<file path="config.mk">
export PLATFORM = sky130hd
export DESIGN_NAME = ioc_top
export DESIGN_NICKNAME = d
export VERILOG_FILES = /design/src/verilog/ioc_pkg.sv /design/src/verilog/ioc_holdoff.sv /design/src/verilog/ioc_top.sv
export SDC_FILE = /design/constraint.sdc
export NUM_CORES = 1
export LEC_CHECK = 0
export CAP_MARGIN = 10
export CORE_UTILIZATION = 55
export DETAILED_ROUTE_END_ITERATION = 16
export DONT_BUFFER_PORTS = 1
export PLACE_DENSITY = 0.7
export SLEW_MARGIN = 5
export SYNTH_ARGS = -nofsm -noshare
export SYNTH_HDL_FRONTEND = slang
export SYNTH_HIERARCHICAL = 1
export SYNTH_SLANG_ARGS = --single-unit
</file>
<file path="constraint.sdc">
create_clock -name clk_i -period 4.2 [get_ports clk_i]
set_input_delay 0.21 -clock clk_i [delete_from_list [all_inputs] [get_ports clk_i]]
set_output_delay 0.21 -clock clk_i [all_outputs]
set_load 0.05 [all_outputs]
</file>
<file path="src/verilog/ioc_pkg.sv">
// Purpose: shared constants and types for the interrupt output block
// Assumes: 40 MHz system clock, AXI4-Lite register access
// Notes:   offsets are byte addresses
package ioc_pkg;
	// ----------------------------------------------------------------
	// register map
	// ----------------------------------------------------------------
	localparam logic [11:0] IOC_OFS_CONFIG   = 12'h054; // output config
	localparam logic [11:0] IOC_OFS_STATUS   = 12'h058; // source status
	localparam logic [11:0] IOC_OFS_ENABLE   = 12'h05C; // source enable
	localparam logic [11:0] IOC_OFS_EVSTAT   = 12'h060; // sticky events
	localparam logic [11:0] IOC_OFS_EVMASK   = 12'h064; // event mask
	// ----------------------------------------------------------------
	// config field positions, power source bit and status mask
	// ----------------------------------------------------------------
	localparam int IOC_DEAS_MSB      = 31; // interval high bit
	localparam int IOC_DEAS_LSB      = 24; // interval low bit
	localparam int IOC_RESTART_BIT   = 14; // interval restart
	localparam int IOC_ACTIVE_BIT    = 13; // interval in progress
	localparam int IOC_MASTER_BIT    = 12; // combined line
	localparam int IOC_EN_BIT        = 8;  // output enable
	localparam int IOC_POL_BIT       = 4;  // output polarity
	localparam int IOC_TYPE_BIT      = 0;  // buffer type
	localparam int IOC_PWR_BIT       = 17; // power event source
	localparam logic [31:0] IOC_STATUS_MASK = 32'hFFBBFFFF; // wired bits
	// ----------------------------------------------------------------
	// timing
	// ----------------------------------------------------------------
	localparam int IOC_CLK_HZ        = 40000000; // system clock
	localparam int IOC_TICK_US       = 10;       // interval step
	localparam int IOC_TICK_CYC      = IOC_CLK_HZ / 1000000 * IOC_TICK_US;
	localparam logic [8:0] IOC_TICK_LAST = 9'(IOC_TICK_CYC - 1);
	// ----------------------------------------------------------------
	// event bits and bus answers
	// ----------------------------------------------------------------
	localparam int IOC_EV_ASSERT     = 0; // pin went active
	localparam int IOC_EV_EXPIRE     = 1; // interval ended
	localparam int IOC_EV_W          = 2; // event count
	localparam logic [1:0] IOC_RESP_OKAY   = 2'h0; // good access
	localparam logic [1:0] IOC_RESP_SLVERR = 2'h2; // unmapped
	// ----------------------------------------------------------------
	// carriers
	// ----------------------------------------------------------------
	typedef struct packed {
		logic [7:0] deassert_interval; // hold-off in 10 us steps
		logic       irq_enable;        // output enable
		logic       output_polarity;   // 1 = active high
		logic       push_pull;         // 1 = push-pull
	} ioc_cfg_type;
	typedef struct packed {
		logic o;  // pin level driven
		logic oe; // pin driven
	} ioc_pin_type;
	typedef enum logic [1:0] {IOC_IDLE, IOC_READ, IOC_WRITE} ioc_bus_type;
endpackage

</file>
<file path="src/verilog/ioc_holdoff.sv">
// Purpose: hold-off interval counter with its 10 us tick divider
// Assumes: one clock, synchronous active-low reset
// Notes:   a zero interval disables gating entirely
`timescale 1ns/1ps
`default_nettype none
module ioc_holdoff
	import ioc_pkg::*;
(
	// clock and reset
	input  wire logic       clk_i,
	input  wire logic       rst_b_i,
	// control
	input  wire logic [7:0] interval_i,  // programmed interval
	input  wire logic       zero_wr_i,   // zero written this cycle
	input  wire logic       restart_i,   // fresh interval request
	input  wire logic       start_i,     // pin deasserted, begin
	// status
	output logic            active_o,    // interval in progress
	output logic            expire_o     // one-cycle end pulse
);
	// ----------------------------------------------------------------
	// state
	// ----------------------------------------------------------------
	logic [8:0] div, next_div;     // tick divider
	logic [7:0] cnt, next_cnt;     // elapsed ticks
	logic       act, next_act;     // interval running
	logic       exp, next_exp;     // expiry pulse
	logic       tick;              // 10 us enable pulse

	// divider only runs while an interval runs
	assign tick = act && (div == IOC_TICK_LAST);

	// next state of interval counter
	always_comb begin
		next_div = div;
		next_cnt = cnt;
		next_act = act;
		next_exp = 1'b0;
		if (zero_wr_i || interval_i == 8'h00) begin
			// disabled: clear and release
			next_div = 9'h000; // RL2
			next_cnt = 8'h00;
			next_act = 1'b0;
			next_exp = act;
		end else if (restart_i || start_i) begin
			// fresh interval, even if already running
			next_div = 9'h000; // RL5
			next_cnt = 8'h00;
			next_act = 1'b1;
		end else if (act) begin
			next_div = tick ? 9'h000 : 9'(div + 9'h001); // RL14
			if (tick) begin
				next_cnt = 8'(cnt + 8'h01);
				// current setting used for the compare
				if (8'(cnt + 8'h01) >= interval_i) begin // RL3
					next_act = 1'b0; // RL14
					next_exp = 1'b1;
				end
			end
		end
	end

	// register interval state
	always_ff @(posedge clk_i) begin
		if (!rst_b_i) begin
			div <= 9'h000;
			cnt <= 8'h00;
			act <= 1'b0;
			exp <= 1'b0;
		end else begin
			div <= next_div;
			cnt <= next_cnt;
			act <= next_act;
			exp <= next_exp;
		end
	end

	assign active_o = act;
	assign expire_o = exp;
endmodule
`default_nettype wire

</file>
<file path="src/verilog/ioc_top.sv">
// Purpose: interrupt request output configuration and pin driver
// Assumes: AXI4-Lite slave, 40 MHz clock, sources on one clock
// Notes:   pin is two signals; bench resolves the wire
`timescale 1ns/1ps
`default_nettype none
// Summary of operation
// [RL1] eight-bit interval, 10 us units, reset zero
// [RL2] zero interval disables, clears, releases pending
// [RL3] new interval applies to later interrupts
// [RL4] power event source bypasses hold-off gating
// [RL5] restart bit starts fresh interval, self-clears
// [RL6] active flag shown; blocks pin while set
// [RL7] master bit shows combined enabled line
// [RL8] output enable zero keeps pin inactive
// [RL9] polarity bit selects active low or high
// [RL10] buffer bit selects open-drain or push-pull
// [RL11] open-drain ignores polarity, asserts low
// [RL12] kept bits survive soft resets
// [RL13] status write-one clears; raw status reported
// [RL14] 10 us tick counts interval; expiry releases
// [RL15] reserved bits read zero, writes ignored
module ioc_top
	import ioc_pkg::*;
(
	// clock and reset
	input  wire logic        clk_i,
	input  wire logic        rst_b_i,
	input  wire logic        soft_rst_i,      // soft reset pulse
	// interrupt sources (same clock)
	input  wire logic [31:0] src_event_i,     // one-cycle set pulses
	// axi4-lite write address
	input  wire logic [11:0] s_axi_awaddr,
	input  wire logic        s_axi_awvalid,
	output logic             s_axi_awready,
	// axi4-lite write data
	input  wire logic [31:0] s_axi_wdata,
	input  wire logic [3:0]  s_axi_wstrb,
	input  wire logic        s_axi_wvalid,
	output logic             s_axi_wready,
	// axi4-lite write response
	output logic [1:0]       s_axi_bresp,
	output logic             s_axi_bvalid,
	input  wire logic        s_axi_bready,
	// axi4-lite read address
	input  wire logic [11:0] s_axi_araddr,
	input  wire logic        s_axi_arvalid,
	output logic             s_axi_arready,
	// axi4-lite read data
	output logic [31:0]      s_axi_rdata,
	output logic [1:0]       s_axi_rresp,
	output logic             s_axi_rvalid,
	input  wire logic        s_axi_rready,
	// interrupt pin and block interrupt
	output logic             irq_pin_o,       // level when driven
	output logic             irq_pin_oe_o,    // high while driven
	output logic             irq_o            // block event interrupt
);
	// ----------------------------------------------------------------
	// byte-lane merge
	// ----------------------------------------------------------------
	function automatic logic [31:0] merge(input logic [31:0] old,
		input logic [31:0] data, input logic [3:0] strb);
		logic [31:0] r;
		r = old;
		for (int i = 0; i < 4; i++) begin
			if (strb[i]) r[i*8 +: 8] = data[i*8 +: 8];
		end
		return r;
	endfunction

	// ----------------------------------------------------------------
	// state
	// ----------------------------------------------------------------
	ioc_cfg_type   cfg, next_cfg;            // kept over soft reset
	logic [31:0]   status, next_status;      // raw source status
	logic [31:0]   enable, next_enable;      // per-source enable
	logic [IOC_EV_W-1:0] evstat, next_evstat; // sticky events
	logic [IOC_EV_W-1:0] evmask, next_evmask; // event mask
	ioc_pin_type   pin, next_pin;            // registered pin
	logic          pin_act, next_pin_act;    // pin asserted last
	ioc_bus_type   bstate, next_bstate;      // bus phase
	logic          aw_held, next_aw_held;    // address captured
	logic          w_held, next_w_held;      // data captured
	logic [11:0]   waddr, next_waddr;        // write address
	logic [31:0]   wdata, next_wdata;        // write data
	logic [3:0]    wstrb, next_wstrb;        // write strobes
	logic [31:0]   rdata, next_rdata;        // read data
	logic [1:0]    resp, next_resp;          // response code
	// combinational helpers
	logic          wr_fire;                  // write performed
	logic          rd_fire;                  // read address taken
	logic [31:0]   cfg_word;                 // assembled config read
	logic [31:0]   cfg_new;                  // merged config write
	logic [31:0]   evmask_wr;                // merged mask write
	logic          zero_wr;                  // interval written zero
	logic          restart;                  // restart bit written
	logic          master;                   // combined enabled line
	logic          gated;                    // non-power sources
	logic          pwr;                      // power event source
	logic          want;                     // pin should assert
	logic          hold_act;                 // interval running
	logic          hold_exp;                 // interval ended
	logic [IOC_EV_W-1:0] ev_set;             // event pulses

	// ----------------------------------------------------------------
	// hold-off counter
	// ----------------------------------------------------------------
	ioc_holdoff u_holdoff (
		.clk_i      (clk_i),
		.rst_b_i    (rst_b_i),
		.interval_i (cfg.deassert_interval),
		.zero_wr_i  (zero_wr),
		.restart_i  (restart),
		.start_i    (pin_act && !want),
		.active_o   (hold_act),
		.expire_o   (hold_exp)
	);

	// ----------------------------------------------------------------
	// interrupt combine
	// ----------------------------------------------------------------
	assign master = |(status & enable);                         // RL7
	assign pwr    = status[IOC_PWR_BIT] & enable[IOC_PWR_BIT];
	assign gated  = |(status & enable & ~(32'h1 << IOC_PWR_BIT));
	// hold-off blocks all but the power event
	assign want   = cfg.irq_enable &&                           // RL8
		(pwr || (gated && !hold_act));                            // RL4 RL6
	assign ev_set = {hold_exp, want && !pin_act};

	// config read word, reserved bits zero
	always_comb begin
		cfg_word = 32'h0; // RL15
		cfg_word[IOC_DEAS_MSB:IOC_DEAS_LSB] = cfg.deassert_interval; // RL1
		cfg_word[IOC_ACTIVE_BIT] = hold_act; // RL6
		cfg_word[IOC_MASTER_BIT] = master;   // RL7
		cfg_word[IOC_EN_BIT]     = cfg.irq_enable;
		cfg_word[IOC_POL_BIT]    = cfg.output_polarity;
		cfg_word[IOC_TYPE_BIT]   = cfg.push_pull;
	end

	// ----------------------------------------------------------------
	// bus handshake
	// ----------------------------------------------------------------
	assign s_axi_awready = (bstate == IOC_IDLE) && !aw_held && !s_axi_arvalid;
	assign s_axi_wready  = (bstate == IOC_IDLE) && !w_held && !s_axi_arvalid;
	assign s_axi_arready = (bstate == IOC_IDLE) && !aw_held && !w_held;
	assign rd_fire = s_axi_arvalid && s_axi_arready;
	assign wr_fire = (bstate == IOC_IDLE) && aw_held && w_held;
	assign cfg_new = merge(cfg_word, wdata, wstrb);
	assign evmask_wr = merge({30'h0, evmask}, wdata, wstrb);
	assign zero_wr = wr_fire && waddr == IOC_OFS_CONFIG && wstrb[3] &&
		cfg_new[IOC_DEAS_MSB:IOC_DEAS_LSB] == 8'h00;
	assign restart = wr_fire && waddr == IOC_OFS_CONFIG &&
		cfg_new[IOC_RESTART_BIT]; // RL5

	// next bus state and register updates
	always_comb begin
		next_bstate  = bstate;
		next_aw_held = aw_held;
		next_w_held  = w_held;
		next_waddr   = waddr;
		next_wdata   = wdata;
		next_wstrb   = wstrb;
		next_rdata   = rdata;
		next_resp    = resp;
		next_cfg     = cfg;
		next_enable  = enable;
		next_evmask  = evmask;
		// sources set; set wins over write clear, soft reset clears regardless
		next_status  = status | (src_event_i & IOC_STATUS_MASK);
		next_evstat  = evstat;
		if (s_axi_awvalid && s_axi_awready) begin
			next_aw_held = 1'b1;
			next_waddr   = s_axi_awaddr;
		end
		if (s_axi_wvalid && s_axi_wready) begin
			next_w_held = 1'b1;
			next_wdata  = s_axi_wdata;
			next_wstrb  = s_axi_wstrb;
		end
		case (bstate)
			IOC_IDLE: begin
				if (wr_fire) begin
					next_bstate  = IOC_WRITE;
					next_aw_held = 1'b0;
					next_w_held  = 1'b0;
					next_resp    = IOC_RESP_OKAY;
					case (waddr)
						IOC_OFS_CONFIG: begin
							// only writable fields taken
							next_cfg.deassert_interval =
								cfg_new[IOC_DEAS_MSB:IOC_DEAS_LSB]; // RL1 RL3
							next_cfg.irq_enable      = cfg_new[IOC_EN_BIT];
							next_cfg.output_polarity = cfg_new[IOC_POL_BIT];
							next_cfg.push_pull       = cfg_new[IOC_TYPE_BIT];
						end
						IOC_OFS_STATUS: begin
							// write one clears, new events win
							next_status = (status & ~merge(32'h0, wdata, wstrb))
								| (src_event_i & IOC_STATUS_MASK); // RL13
						end
						IOC_OFS_ENABLE: next_enable =
							merge(enable, wdata, wstrb) & IOC_STATUS_MASK;
						IOC_OFS_EVMASK: next_evmask =
							evmask_wr[IOC_EV_W-1:0];
						IOC_OFS_EVSTAT: ; // read-clear only
						default: next_resp = IOC_RESP_SLVERR;
					endcase
				end else if (rd_fire) begin
					next_bstate = IOC_READ;
					next_resp   = IOC_RESP_OKAY;
					case (s_axi_araddr)
						IOC_OFS_CONFIG: next_rdata = cfg_word;
						IOC_OFS_STATUS: next_rdata = status; // RL13
						IOC_OFS_ENABLE: next_rdata = enable;
						IOC_OFS_EVSTAT: begin
							next_rdata  = {30'h0, evstat};
							next_evstat = 2'h0; // read clears
						end
						IOC_OFS_EVMASK: next_rdata = {30'h0, evmask};
						default: begin
							next_rdata = 32'h0;
							next_resp  = IOC_RESP_SLVERR;
						end
					endcase
				end
			end
			IOC_WRITE: if (s_axi_bready) next_bstate = IOC_IDLE;
			IOC_READ:  if (s_axi_rready) next_bstate = IOC_IDLE;
			default:   next_bstate = IOC_IDLE;
		endcase
		next_evstat = next_evstat | ev_set; // set wins over read clear
		// soft reset clears status, enable and event registers; keeps the config
		if (soft_rst_i) begin
			next_status = 32'h0;
			next_enable = 32'h0;
			next_evstat = 2'h0;
			next_evmask = 2'h0;
			next_cfg    = cfg; // RL12
		end
	end

	// next pin drive
	always_comb begin
		next_pin_act = want;
		if (!cfg.push_pull) begin
			// open drain: pull low only when active
			next_pin.o  = 1'b0;          // RL10 RL11
			next_pin.oe = want;
		end else begin
			next_pin.o  = want ~^ cfg.output_polarity; // RL9
			next_pin.oe = 1'b1;
			if (!want) next_pin.o = !cfg.output_polarity;
			else       next_pin.o = cfg.output_polarity;
		end
	end

	// register all state
	always_ff @(posedge clk_i) begin
		if (!rst_b_i) begin
			cfg     <= '0;
			status  <= 32'h0;
			enable  <= 32'h0;
			evstat  <= 2'h0;
			evmask  <= 2'h0;
			pin     <= '0;
			pin_act <= 1'b0;
			bstate  <= IOC_IDLE;
			aw_held <= 1'b0;
			w_held  <= 1'b0;
			waddr   <= 12'h000;
			wdata   <= 32'h0;
			wstrb   <= 4'h0;
			rdata   <= 32'h0;
			resp    <= 2'h0;
		end else begin
			cfg     <= next_cfg;
			status  <= next_status;
			enable  <= next_enable;
			evstat  <= next_evstat;
			evmask  <= next_evmask;
			pin     <= next_pin;
			pin_act <= next_pin_act;
			bstate  <= next_bstate;
			aw_held <= next_aw_held;
			w_held  <= next_w_held;
			waddr   <= next_waddr;
			wdata   <= next_wdata;
			wstrb   <= next_wstrb;
			rdata   <= next_rdata;
			resp    <= next_resp;
		end
	end

	// ----------------------------------------------------------------
	// outputs
	// ----------------------------------------------------------------
	assign irq_pin_o    = pin.o;
	assign irq_pin_oe_o = pin.oe;
	assign irq_o        = |(evstat & evmask);
	assign s_axi_bvalid = (bstate == IOC_WRITE);
	assign s_axi_bresp  = resp;
	assign s_axi_rvalid = (bstate == IOC_READ);
	assign s_axi_rresp  = resp;
	assign s_axi_rdata  = rdata;
endmodule
`default_nettype wire

</file>
# After elaboration in Yosys (flattened, before gate mapping)
# Index checks and enable logic that the tools add are counted.
dict set report word_totals {
  ff_bits 185
  in_bits 100
  elab_cells 163
}
dict set report classes {
  add_sub_neg 2
  n_lt_le_gt_ge 1
  n_eq_ne 16
  n_mux 53
  bitwise_logic 11
  reduce_logical 54
}
# op n
set op_table {}
lappend op_table {{$pmux W32 S5} 1}
lappend op_table {{$mux W8} 17}
lappend op_table {{$eq A12 B7 Y1 const B} 10}
lappend op_table {{$mux W32} 3}
lappend op_table {{$and A32 B32 Y32} 2}
lappend op_table {{$or A32 B32 Y32} 2}
lappend op_table {{$not A32 Y32} 1}
lappend op_table {{$reduce_or A32 Y1} 1}
lappend op_table {{$reduce_or A31 Y1} 1}
lappend op_table {{$mux W2} 12}
lappend op_table {{$reduce_and A4 Y1} 6}
lappend op_table {{$logic_and A1 B1 Y1} 19}
lappend op_table {{$mux W1} 17}
lappend op_table {{$logic_not A8 Y1} 2}
lappend op_table {{$reduce_and A5 Y1} 2}
lappend op_table {{$reduce_or A5 Y1} 2}
lappend op_table {{$add A9 B1 Y9 const B} 1}
lappend op_table {{$eq A9 B9 Y1 const B} 1}
lappend op_table {{$mux W9} 1}
lappend op_table {{$add A8 B1 Y8 const B} 1}
lappend op_table {{$ge A8 B8 Y1} 1}
lappend op_table {{$logic_not A1 Y1} 7}
lappend op_table {{$mux W7} 1}
lappend op_table {{$pmux W2 S3} 1}
lappend op_table {{15 further kinds} 25}

# Longest topological paths before layout
# Gate-level depths: netlist (run 1).
dict set report logic_depth {
  word_depth 11
  depth_mapped 10
  depth_no_buf 9
}

# Cells and area by module
# The synthesis (run 1) kept the hierarchy.
# mod n_inst cells_per_inst area_per_inst_um2
set modules_own_cells {}
lappend modules_own_cells {ioc_top 1 828 6896.6}
lappend modules_own_cells {ioc_holdoff 1 136 1153.6}

# Least setup slack after synthesis (run 1)
# OpenSTA, ideal clock, no wires.
dict set report synth_path {
  path_kind {flip-flop to flip-flop}
  start {register bstate[0]}
  end {register wdata[10]}
  setup_time_ns 0.122
  arrival_ns 2.927
  required_time_ns 4.078
  path_slack_ns 1.151
  path_stages_with_launch 6
  path_buffers 1
  synth_period_minus_slack_ns 3.049
  path_cell_list {dfxtp_1 nor4_1 nand2_1 clkbuf_1 nand2_1 a21boi_0}
}
dict set report synth_between {
  elab_chain_cells 4
}
# element line
set synth_lines {}
lappend synth_lines {{start, declared} ioc_top.sv:81} ;# ioc_bus_type bstate, next_bstate;
lappend synth_lines {{start signal, assigned} ioc_top.sv:284} ;# bstate <= next_bstate;
lappend synth_lines {{$logic_not A2 Y1} ioc_top.sv:145} ;# assign s_axi_wready = (bstate == IOC_IDLE) && !w_held && !s_axi_arvalid;
lappend synth_lines {{$logic_and A1 B1 Y1 (2 in series)} ioc_top.sv:145}
lappend synth_lines {{named net s_axi_wready} ioc_top.sv:39} ;# output logic s_axi_wready,
lappend synth_lines {{$logic_and A1 B1 Y1} ioc_top.sv:176} ;# if (s_axi_wvalid && s_axi_wready) begin
lappend synth_lines {{end signal, assigned} ioc_top.sv:288} ;# wdata <= next_wdata;
lappend synth_lines {{end, declared} ioc_top.sv:85} ;# logic [31:0] wdata, next_wdata;
# The timed path passes the listed nets, and every way through them passes these cells.
# A chain may end at the register's enable or synchronous reset.

# Worst setup path in the final report (run 1)
dict set report layout_path {
  start {register status[23]}
  end {register u_holdoff.div[8]}
}
dict set report layout_between {
  elab_chain_cells 9
}
# element line
set layout_lines {}
lappend layout_lines {{start, declared} ioc_top.sv:75} ;# logic [31:0] status, next_status;
lappend layout_lines {{start signal, assigned} ioc_top.sv:278} ;# status <= next_status;
lappend layout_lines {{$and A32 B32 Y32} ioc_top.sv:124} ;# assign gated = |(status & enable & ~(32'h1 << IOC_PWR_BIT));
lappend layout_lines {{$reduce_or A31 Y1} ioc_top.sv:124}
lappend layout_lines {{$logic_and A1 B1 Y1} ioc_top.sv:127} ;# (pwr || (gated && !hold_act));
lappend layout_lines {{$logic_or A1 B1 Y1} ioc_top.sv:127}
lappend layout_lines {{$logic_and A1 B1 Y1} ioc_top.sv:126} ;# assign want = cfg.irq_enable &&
lappend layout_lines {{$logic_not A1 Y1} -}
lappend layout_lines {{$logic_and A1 B1 Y1} ioc_top.sv:114} ;# .start_i (pin_act && !want),
lappend layout_lines {{$logic_or A1 B1 Y1} ioc_holdoff.sv:45} ;# end else if (restart_i || start_i) begin
lappend layout_lines {{$reduce_or A3 Y1 (no line)} -}
lappend layout_lines {{end signal, assigned} ioc_holdoff.sv:71} ;# div <= next_div;
lappend layout_lines {{end, declared} ioc_holdoff.sv:24} ;# logic [8:0] div, next_div;
# Every way passes these cells.

==> results of run 1 <==
## how the worst max path moves through the flow
stage,end,start,depth (start not counted)
after floorplan,wdata[10]$_SDFFE_PN0P_,bstate[0]$_SDFFE_PN0P_,5
after global placement,u_holdoff/div[3]$_SDFFE_PP0P_,status[23]$_SDFF_PP0_,9
after detailed placement,u_holdoff/div[8]$_SDFFE_PP0P_,enable[16]$_SDFFE_PP0P_,9
after CTS,u_holdoff/div[8]$_SDFFE_PP0P_,enable[16]$_SDFFE_PP0P_,9
after global routing,u_holdoff/div[7]$_SDFFE_PP0P_,status[23]$_SDFF_PP0_,9
final,u_holdoff/div[8]$_SDFFE_PP0P_,status[23]$_SDFF_PP0_,9
## cell usage in the layout (no fill, tap or decap), types with 9 or more instances in the layout
master / count
nand2_1: 210
dfxtp_1: 184
o21ai_0: 94
dlygate4sd3_1: 84
a21boi_0: 52
nor2_1: 51
nand3_1: 44
a21oi_1: 39
mux2i_1: 34
nor2b_1: 19
a22oi_1: 18
inv_1: 17
clkbuf_16: 17
mux2_2: 14
xnor2_1: 11
ha_1: 10
nor4_1: 9
## cell type report
cell class / count / area [µm²]
fill: 1191 / 4548
multi-input combinational: 704 / 4065
sequential: 184 / 3684
timing repair buffer: 93 / 928.4
clock buffer: 20 / 456.7
tap: 180 / 225.2
clock inverter: 12 / 125.1
inverter: 17 / 63.81
## kinds of logic (layout without fill, tap and decap cells)
group	Yosys count	count (layout)	share of synthesized area (%)
and+or+nand+nor	391	391	22.49
AOI/OAI and AO/OA	237	237	18.18
DFF	184	184	45.76
buffers and inverters	77	142	4.041
muxes	48	48	6.186
xor gates and xnor gates	16	16	1.741
adders and majority gates	10	10	1.554
other	1	2	0.04658
## critical path: cells and delay by family, from the launching register on
kind	cells	cell delay, ns
AOI/OAI and AO/OA	4	1.08
DFF	1	0.38
and+or+nand+nor	5	1.28
## through the flow
stage / setup WS (ns) / power [mW] / utilization (%)
after global routing: 1.154 / 3.832 / 67.73
after detailed placement: 1.405 / 2.077 / 57.45
after CTS: 1.382 / 3.714 / 67.66
after global placement: 1.436 / 2.075 / 57.45
final: 1.386 / 3.703 / 67.73
after floorplan: 1.151 / 2.041 / -
## routing by layer
metal,share of wire (%),vias up
li1,-,3444
met1,45,3235
met3,7.9,21
met4,1.3,0
met2,45,220
met5,0,-
## state kept, by name, summed over array words and instances (netlist names)
name                flops
s_axi_rdata            32
status                 32
wdata                  32
enable                 30
waddr                  12
cfg                    11
u_holdoff/div           9
u_holdoff/cnt           8
wstrb                   4
bstate                  2
evmask                  2
evstat                  2
aw_held                 1
irq_pin_o               1
irq_pin_oe_o            1
pin_act                 1
s_axi_bresp             1
u_holdoff/active_o      1
u_holdoff/expire_o      1
w_held                  1
## where the power goes
part           internal (mW)  total [mW]  switching [mW]  leakage, nW
clock network          0.904        1.58           0.675        0.282
registers               1.79        1.86          0.0677         1.49
logic                  0.121       0.268           0.147         1.63
total                   2.81        3.70           0.890         3.40
==> impl_metrics.toml, run 1 <==
[sta]
clock_skew_ns = 0.008978
setup_viol = 0
slew_headroom_pct = 23.46
min_period_ns = 2.814
whs_ns = 0.03254
final-hold-violation-count = 0
max_freq_mhz = 355.4
drv_slew = 0
fin_crit_sh_pct = 67.00
rsz0062_at_grt = "no"
fin_setup_tns_ns = 0
worst_pin_slew_ns = 1.148

[yosys]
syn_area_per_cell_um2 = 8.351
synth_edf_count = 0
ys_warn_count = 6
synth-seq-cells = 184
async_flop_share_pct = 0
yosys-top-cells-count = "210 x nand2_1, 184 x dfxtp_1, 94 x o21ai_0, 52 x a21boi_0, 51 x nor2_1"
synth_seq_area_share_pct = 45.76
yosysTopAreaCell = "dfxtp_1"
syn_inst = 964
yosys-top-cells-area = "dfxtp_1 46%, nand2_1 9.8%, o21ai_0 5.8%"
synth_most_common_cell = "nand2_1"
synth-main-ff-cell = "dfxtp_1"
synth_top_area_share_pct = 45.76
netlist_area_um2 = 8050
yosysUniqueCellTypes = 56

[global_route]
grt_max_degree = 78
grt-busiest-layer = "met2"
gr-usage-met2_pct = 44.42
met3_usage_pct = 8.026
gr-total-overflow = 0
grt_pass1_vias = 6218
grt_usage_pct = 29.01
met1_usage_pct = 39.66
grt_pass1_wl_um = 32760
antenna_found_initial = 0

[routing]
routed_wl_um = 21250
dr.first_iter.drc_count = 560
num_vias = 6920
wl_per_cell_um = 17.56
ant_nets = 0
drc = 0
dr.pass1.iters = 5
vias_per_cell = 5.719

[min_path]
min_from = "s_axi_araddr[2]"
hold_depth = 2
hold_path_class = "input port to register"
worst_hold_path.endpoint = "s_axi_rdata[14]$_SDFFE_PN0P_"

[clock_network]
htreeDepth = 4
post_cts_buffers = 0
cts_max_path_buffers = 2
cts_resized = 0
cts_tree = "done"
cts.clk_slew.worst_paths_ns = 0.06
cts_num_sinks = 184
clkLatencyLatePin_ns = 0.44
root_buffer = "clkbuf_16"
numCtsBuffers = 17
hold_buffers = 84

[setup_path]
r2r_end = "u_holdoff/div[8]$_SDFFE_PP0P_"
max_stage_delay_ns = 0.48
crit_chain = "a22o_1 > a221oi_1 > and4_1 > a21oi_1 > nor2b_1 > or3b_2 > a211o_1 > nand2b_1 > nor2_1"
reg2reg_depth = 9
setup.worst_path.start_class = "register"
cp.arrival_ns = 3.19
crit_type = "register to register"
reg2reg_from = "status[23]$_SDFF_PP0_"
crit_required_ns = 4.57
critPathSlowestCell = "or3b_2"
r2r_setup_slack_ns = 1.39
critPathCaptureType = "register"
path_max_fanout = 14

[power]
power_per_cell_area_nw_per_um2 = 387.9
max-vdd-ir-drop_v = 0.0003005
leakage_nw = 3.402

[cells_and_area]
n_antenna_cell = 0
area_delta_synth_final_pct = 18.60
drive_above_1_share_pct = 6.699
fin_nets = 1127
instances_no_fill = 1210
design_area_um2 = 9548

[run_status]
status = "finished clean"

[floorplan]
io_pins = 144
fp-row-count = 43
die_x_um = 123.0
dieArea_um2 = 15120
start_util_pct = 57.11
die_y_um = 123.0
core_area_um2 = 14100

[placement]
io_buffers = 0
dpl_cell_area_um2 = 8098
place.gp.congestion = 0.8042
dp_hpwl_um = 14120
place_inst = 1093

[job]
max_cap_viol_count = 0
No activity file was read; power rests on OpenSTA's default activity.
==> run 2, diff against run 1 <==
--- a/config.mk
+++ b/config.mk
@@ -9,7 +9,7 @@
 export CORE_UTILIZATION = 55
 export DETAILED_ROUTE_END_ITERATION = 16
 export DONT_BUFFER_PORTS = 1
-export PLACE_DENSITY = 0.7
+export PLACE_DENSITY = 0.73
 export SLEW_MARGIN = 5
 export SYNTH_ARGS = -nofsm -noshare
 export SYNTH_HDL_FRONTEND = slang
==> constraint.sdc (replaced) <==
create_clock -name clk_i -period 2.3 [get_ports clk_i]
set_input_delay 0.115 -clock clk_i [delete_from_list [all_inputs] [get_ports clk_i]]
set_output_delay 0.115 -clock clk_i [all_outputs]
set_load 0.05 [all_outputs]
==> run 2 against run 1 <==
  * Critical path depth did not move
  * Clock power rose by 69%
  * Die area did not move
  * Critical path type unchanged
  * Largest cell class unchanged
  * Highest routed layer unchanged
==> impl_metrics.toml, run 2 (same netlist as run 1, synthesis figures left out) <==
[clock_network]
cts_tree = "done"
cts.clk_slew.worst_paths_ns = 0.07
cts_max_path_buffers = 2
root_buffer = "clkbuf_16"
htreeDepth = 4
clkLatencyLatePin_ns = 0.44
numCtsBuffers = 17
cts_num_sinks = 184

[cells_and_area]
multi_input_area_um2 = 4136
n_antenna_cell = 0
area_delta_synth_final_pct = 22.86
mostFrequentLayoutCells = "210 x nand2_1, 179 x dfxtp_1, 93 x o21ai_0"
fin_nets = 1165
register_area_um2 = 3692
drive_above_1_share_pct = 11.34
fillers = 1084
layout_commonest_cell = "nand2_1"

[global_route]
grt_pass1_wl_um = 34490
grt_usage_pct = 30.43
gr-total-overflow = 0
antenna_found_initial = 0
grt_max_degree = 82
grt_pass1_vias = 6607

[run_status]
status = "finished clean"

[power]
p_int_mw = 4.899
p_sw_mw = 1.709
max-vdd-ir-drop_v = 0.0005881
p_sw_share_pct = 25.86
leakage_nw = 3.583
power_per_cell_area_nw_per_um2 = 668.1
comb_power_share_pct = 8.7
seqPwrFrac_pct = 50.8
total_power_mw = 6.608
clock_power_share_pct = 40.5

[routing]
drc = 0
routed_wl_um = 22350
num_vias = 7229
vias_per_cell = 5.797
dr.first_iter.drc_count = 647
ant_nets = 0
dr.pass1.iters = 7
wl_per_cell_um = 17.92

[sta]
clock_skew_ns = 0.007141
fin_crit_sh_pct = 96.07
whs_ns = 0.03185
max_freq_mhz = 452.6
drv_slew = 0
slew_headroom_pct = 22.33
rsz0062_at_grt = "no"
min_period_ns = 2.210
final-hold-violation-count = 0
worst_pin_slew_ns = 1.161
setup_viol = 0

[placement]
place.gp.congestion = 0.8531
io_buffers = 0
dp_hpwl_um = 14680

[setup_path]
r2r_setup_slack_ns = 0.09
setup.worst_path.start_class = "register"
critPathCaptureType = "register"
path_max_fanout = 10
reg2reg_depth = 9
crit_type = "register to register"
r2r_end = "u_holdoff/expire_o$_SDFF_PN0_"
crit_required_ns = 2.67
cp.arrival_ns = 2.58
reg2reg_from = "enable[23]$_SDFFE_PP0P_"

[min_path]
hold_path_class = "input port to register"
worst_hold_path.endpoint = "s_axi_rdata[12]$_SDFFE_PN0P_"
min_from = "s_axi_araddr[5]"
hold_depth = 4

[floorplan]
dieArea_um2 = 15120
core_area_um2 = 14100
die_y_um = 123.0
start_util_pct = 57.11
io_pins = 144
fp-row-count = 43
die_x_um = 123.0

[job]
max_cap_viol_count = 0
run 2: cell count changes in the layout (fill, tap and decap cells not counted), sizes merged:
cell         before  now
buf               9   45
bufinv            2    0
clkbuf           20   18
clkinvlp          3    5
dlygate4sd3      84   86
inv              18   20
clkinv            6    5
run 2: layer usage:
metal	wire, µm	global-route usage (%)
met5	0	0
met1	9868	41.72
met3	1697	5.996
met2	10290	47.40
met4	488	11.30
run 2: how the worst max path moves through the flow:
stage / start / to / slack, ns / cells after the start
after global routing: waddr[8]$_SDFFE_PN0P_ / u_holdoff/expire_o$_SDFF_PN0_ / 0.001 / 8
after global placement: u_holdoff/cnt[1]$_SDFFE_PP0P_ / u_holdoff/expire_o$_SDFF_PN0_ / 0.03 / 9
after floorplan: bstate[0]$_SDFFE_PN0P_ / wdata[10]$_SDFFE_PN0P_ / -0.04 / 5
after detailed placement: u_holdoff/cnt[1]$_SDFFE_PP0P_ / u_holdoff/expire_o$_SDFF_PN0_ / -0.03 / 9
after CTS: u_holdoff/cnt[2]$_SDFFE_PP0P_ / u_holdoff/expire_o$_SDFF_PN0_ / 0.02 / 9
final: enable[23]$_SDFFE_PP0P_ / u_holdoff/expire_o$_SDFF_PN0_ / 0.09 / 9
run 2: through the flow:
step	setup TNS, ns	cells	area (µm²)	worst slack [ns]	utilization, %
detailed placement	-0.03521	1128	8398	-0.03487	59.58
CTS	0	1246	9838	0.01848	69.79
global route	0	1247	9891	0.001329	70.17
floorplan	-1.090	965	8079	-0.03634	-
finish	0	1247	9891	0.09035	70.17
global placement	0	1128	8398	0.03310	59.58
run 2: power by group through the flow:
stage / combinational [mW] / sequential [mW] / clock, mW
global placement: 0.397 / 3.42 / 0
finish: 0.578 / 3.36 / 2.67
floorplan: 0.326 / 3.41 / 0
detailed placement: 0.402 / 3.42 / 0
CTS: 0.563 / 3.35 / 2.70
global route: 0.625 / 3.36 / 2.82
run 2: area by class of cell:
cell class | instances | share of cell area (%)
inverters | 17 | 0.6452
well taps | 180 | 2.277
clock inverters | 13 | 1.012
repair buffers | 131 | 12.57
flip-flops and latches | 184 | 37.33
multi-input cells | 704 | 41.82
clock buffers | 18 | 4.339
run 2: worst max-delay path, stage by stage, from the launching register on:
cell	delay (ns)
dfxtp_1	0.35
a22o_1	0.18
a221oi_1	0.07
and4_4	0.22
a21oi_2	0.15
nor2b_1	0.07
or3b_2	0.47
a211o_1	0.28
buf_4	0.19
o22ai_1	0.15
run 2: timing repair:
| action | CTS | global route |
|---|---|---|
| resized for setup | 8 | 13 |
| pin swaps | 2 | 4 |
| hold buffers | 87 | 0 |
| endpoints found under the hold margin | 137 | 0 |
| buffers inserted | 0 | 1 |
| setup endpoints to repair | 7 | 27 |
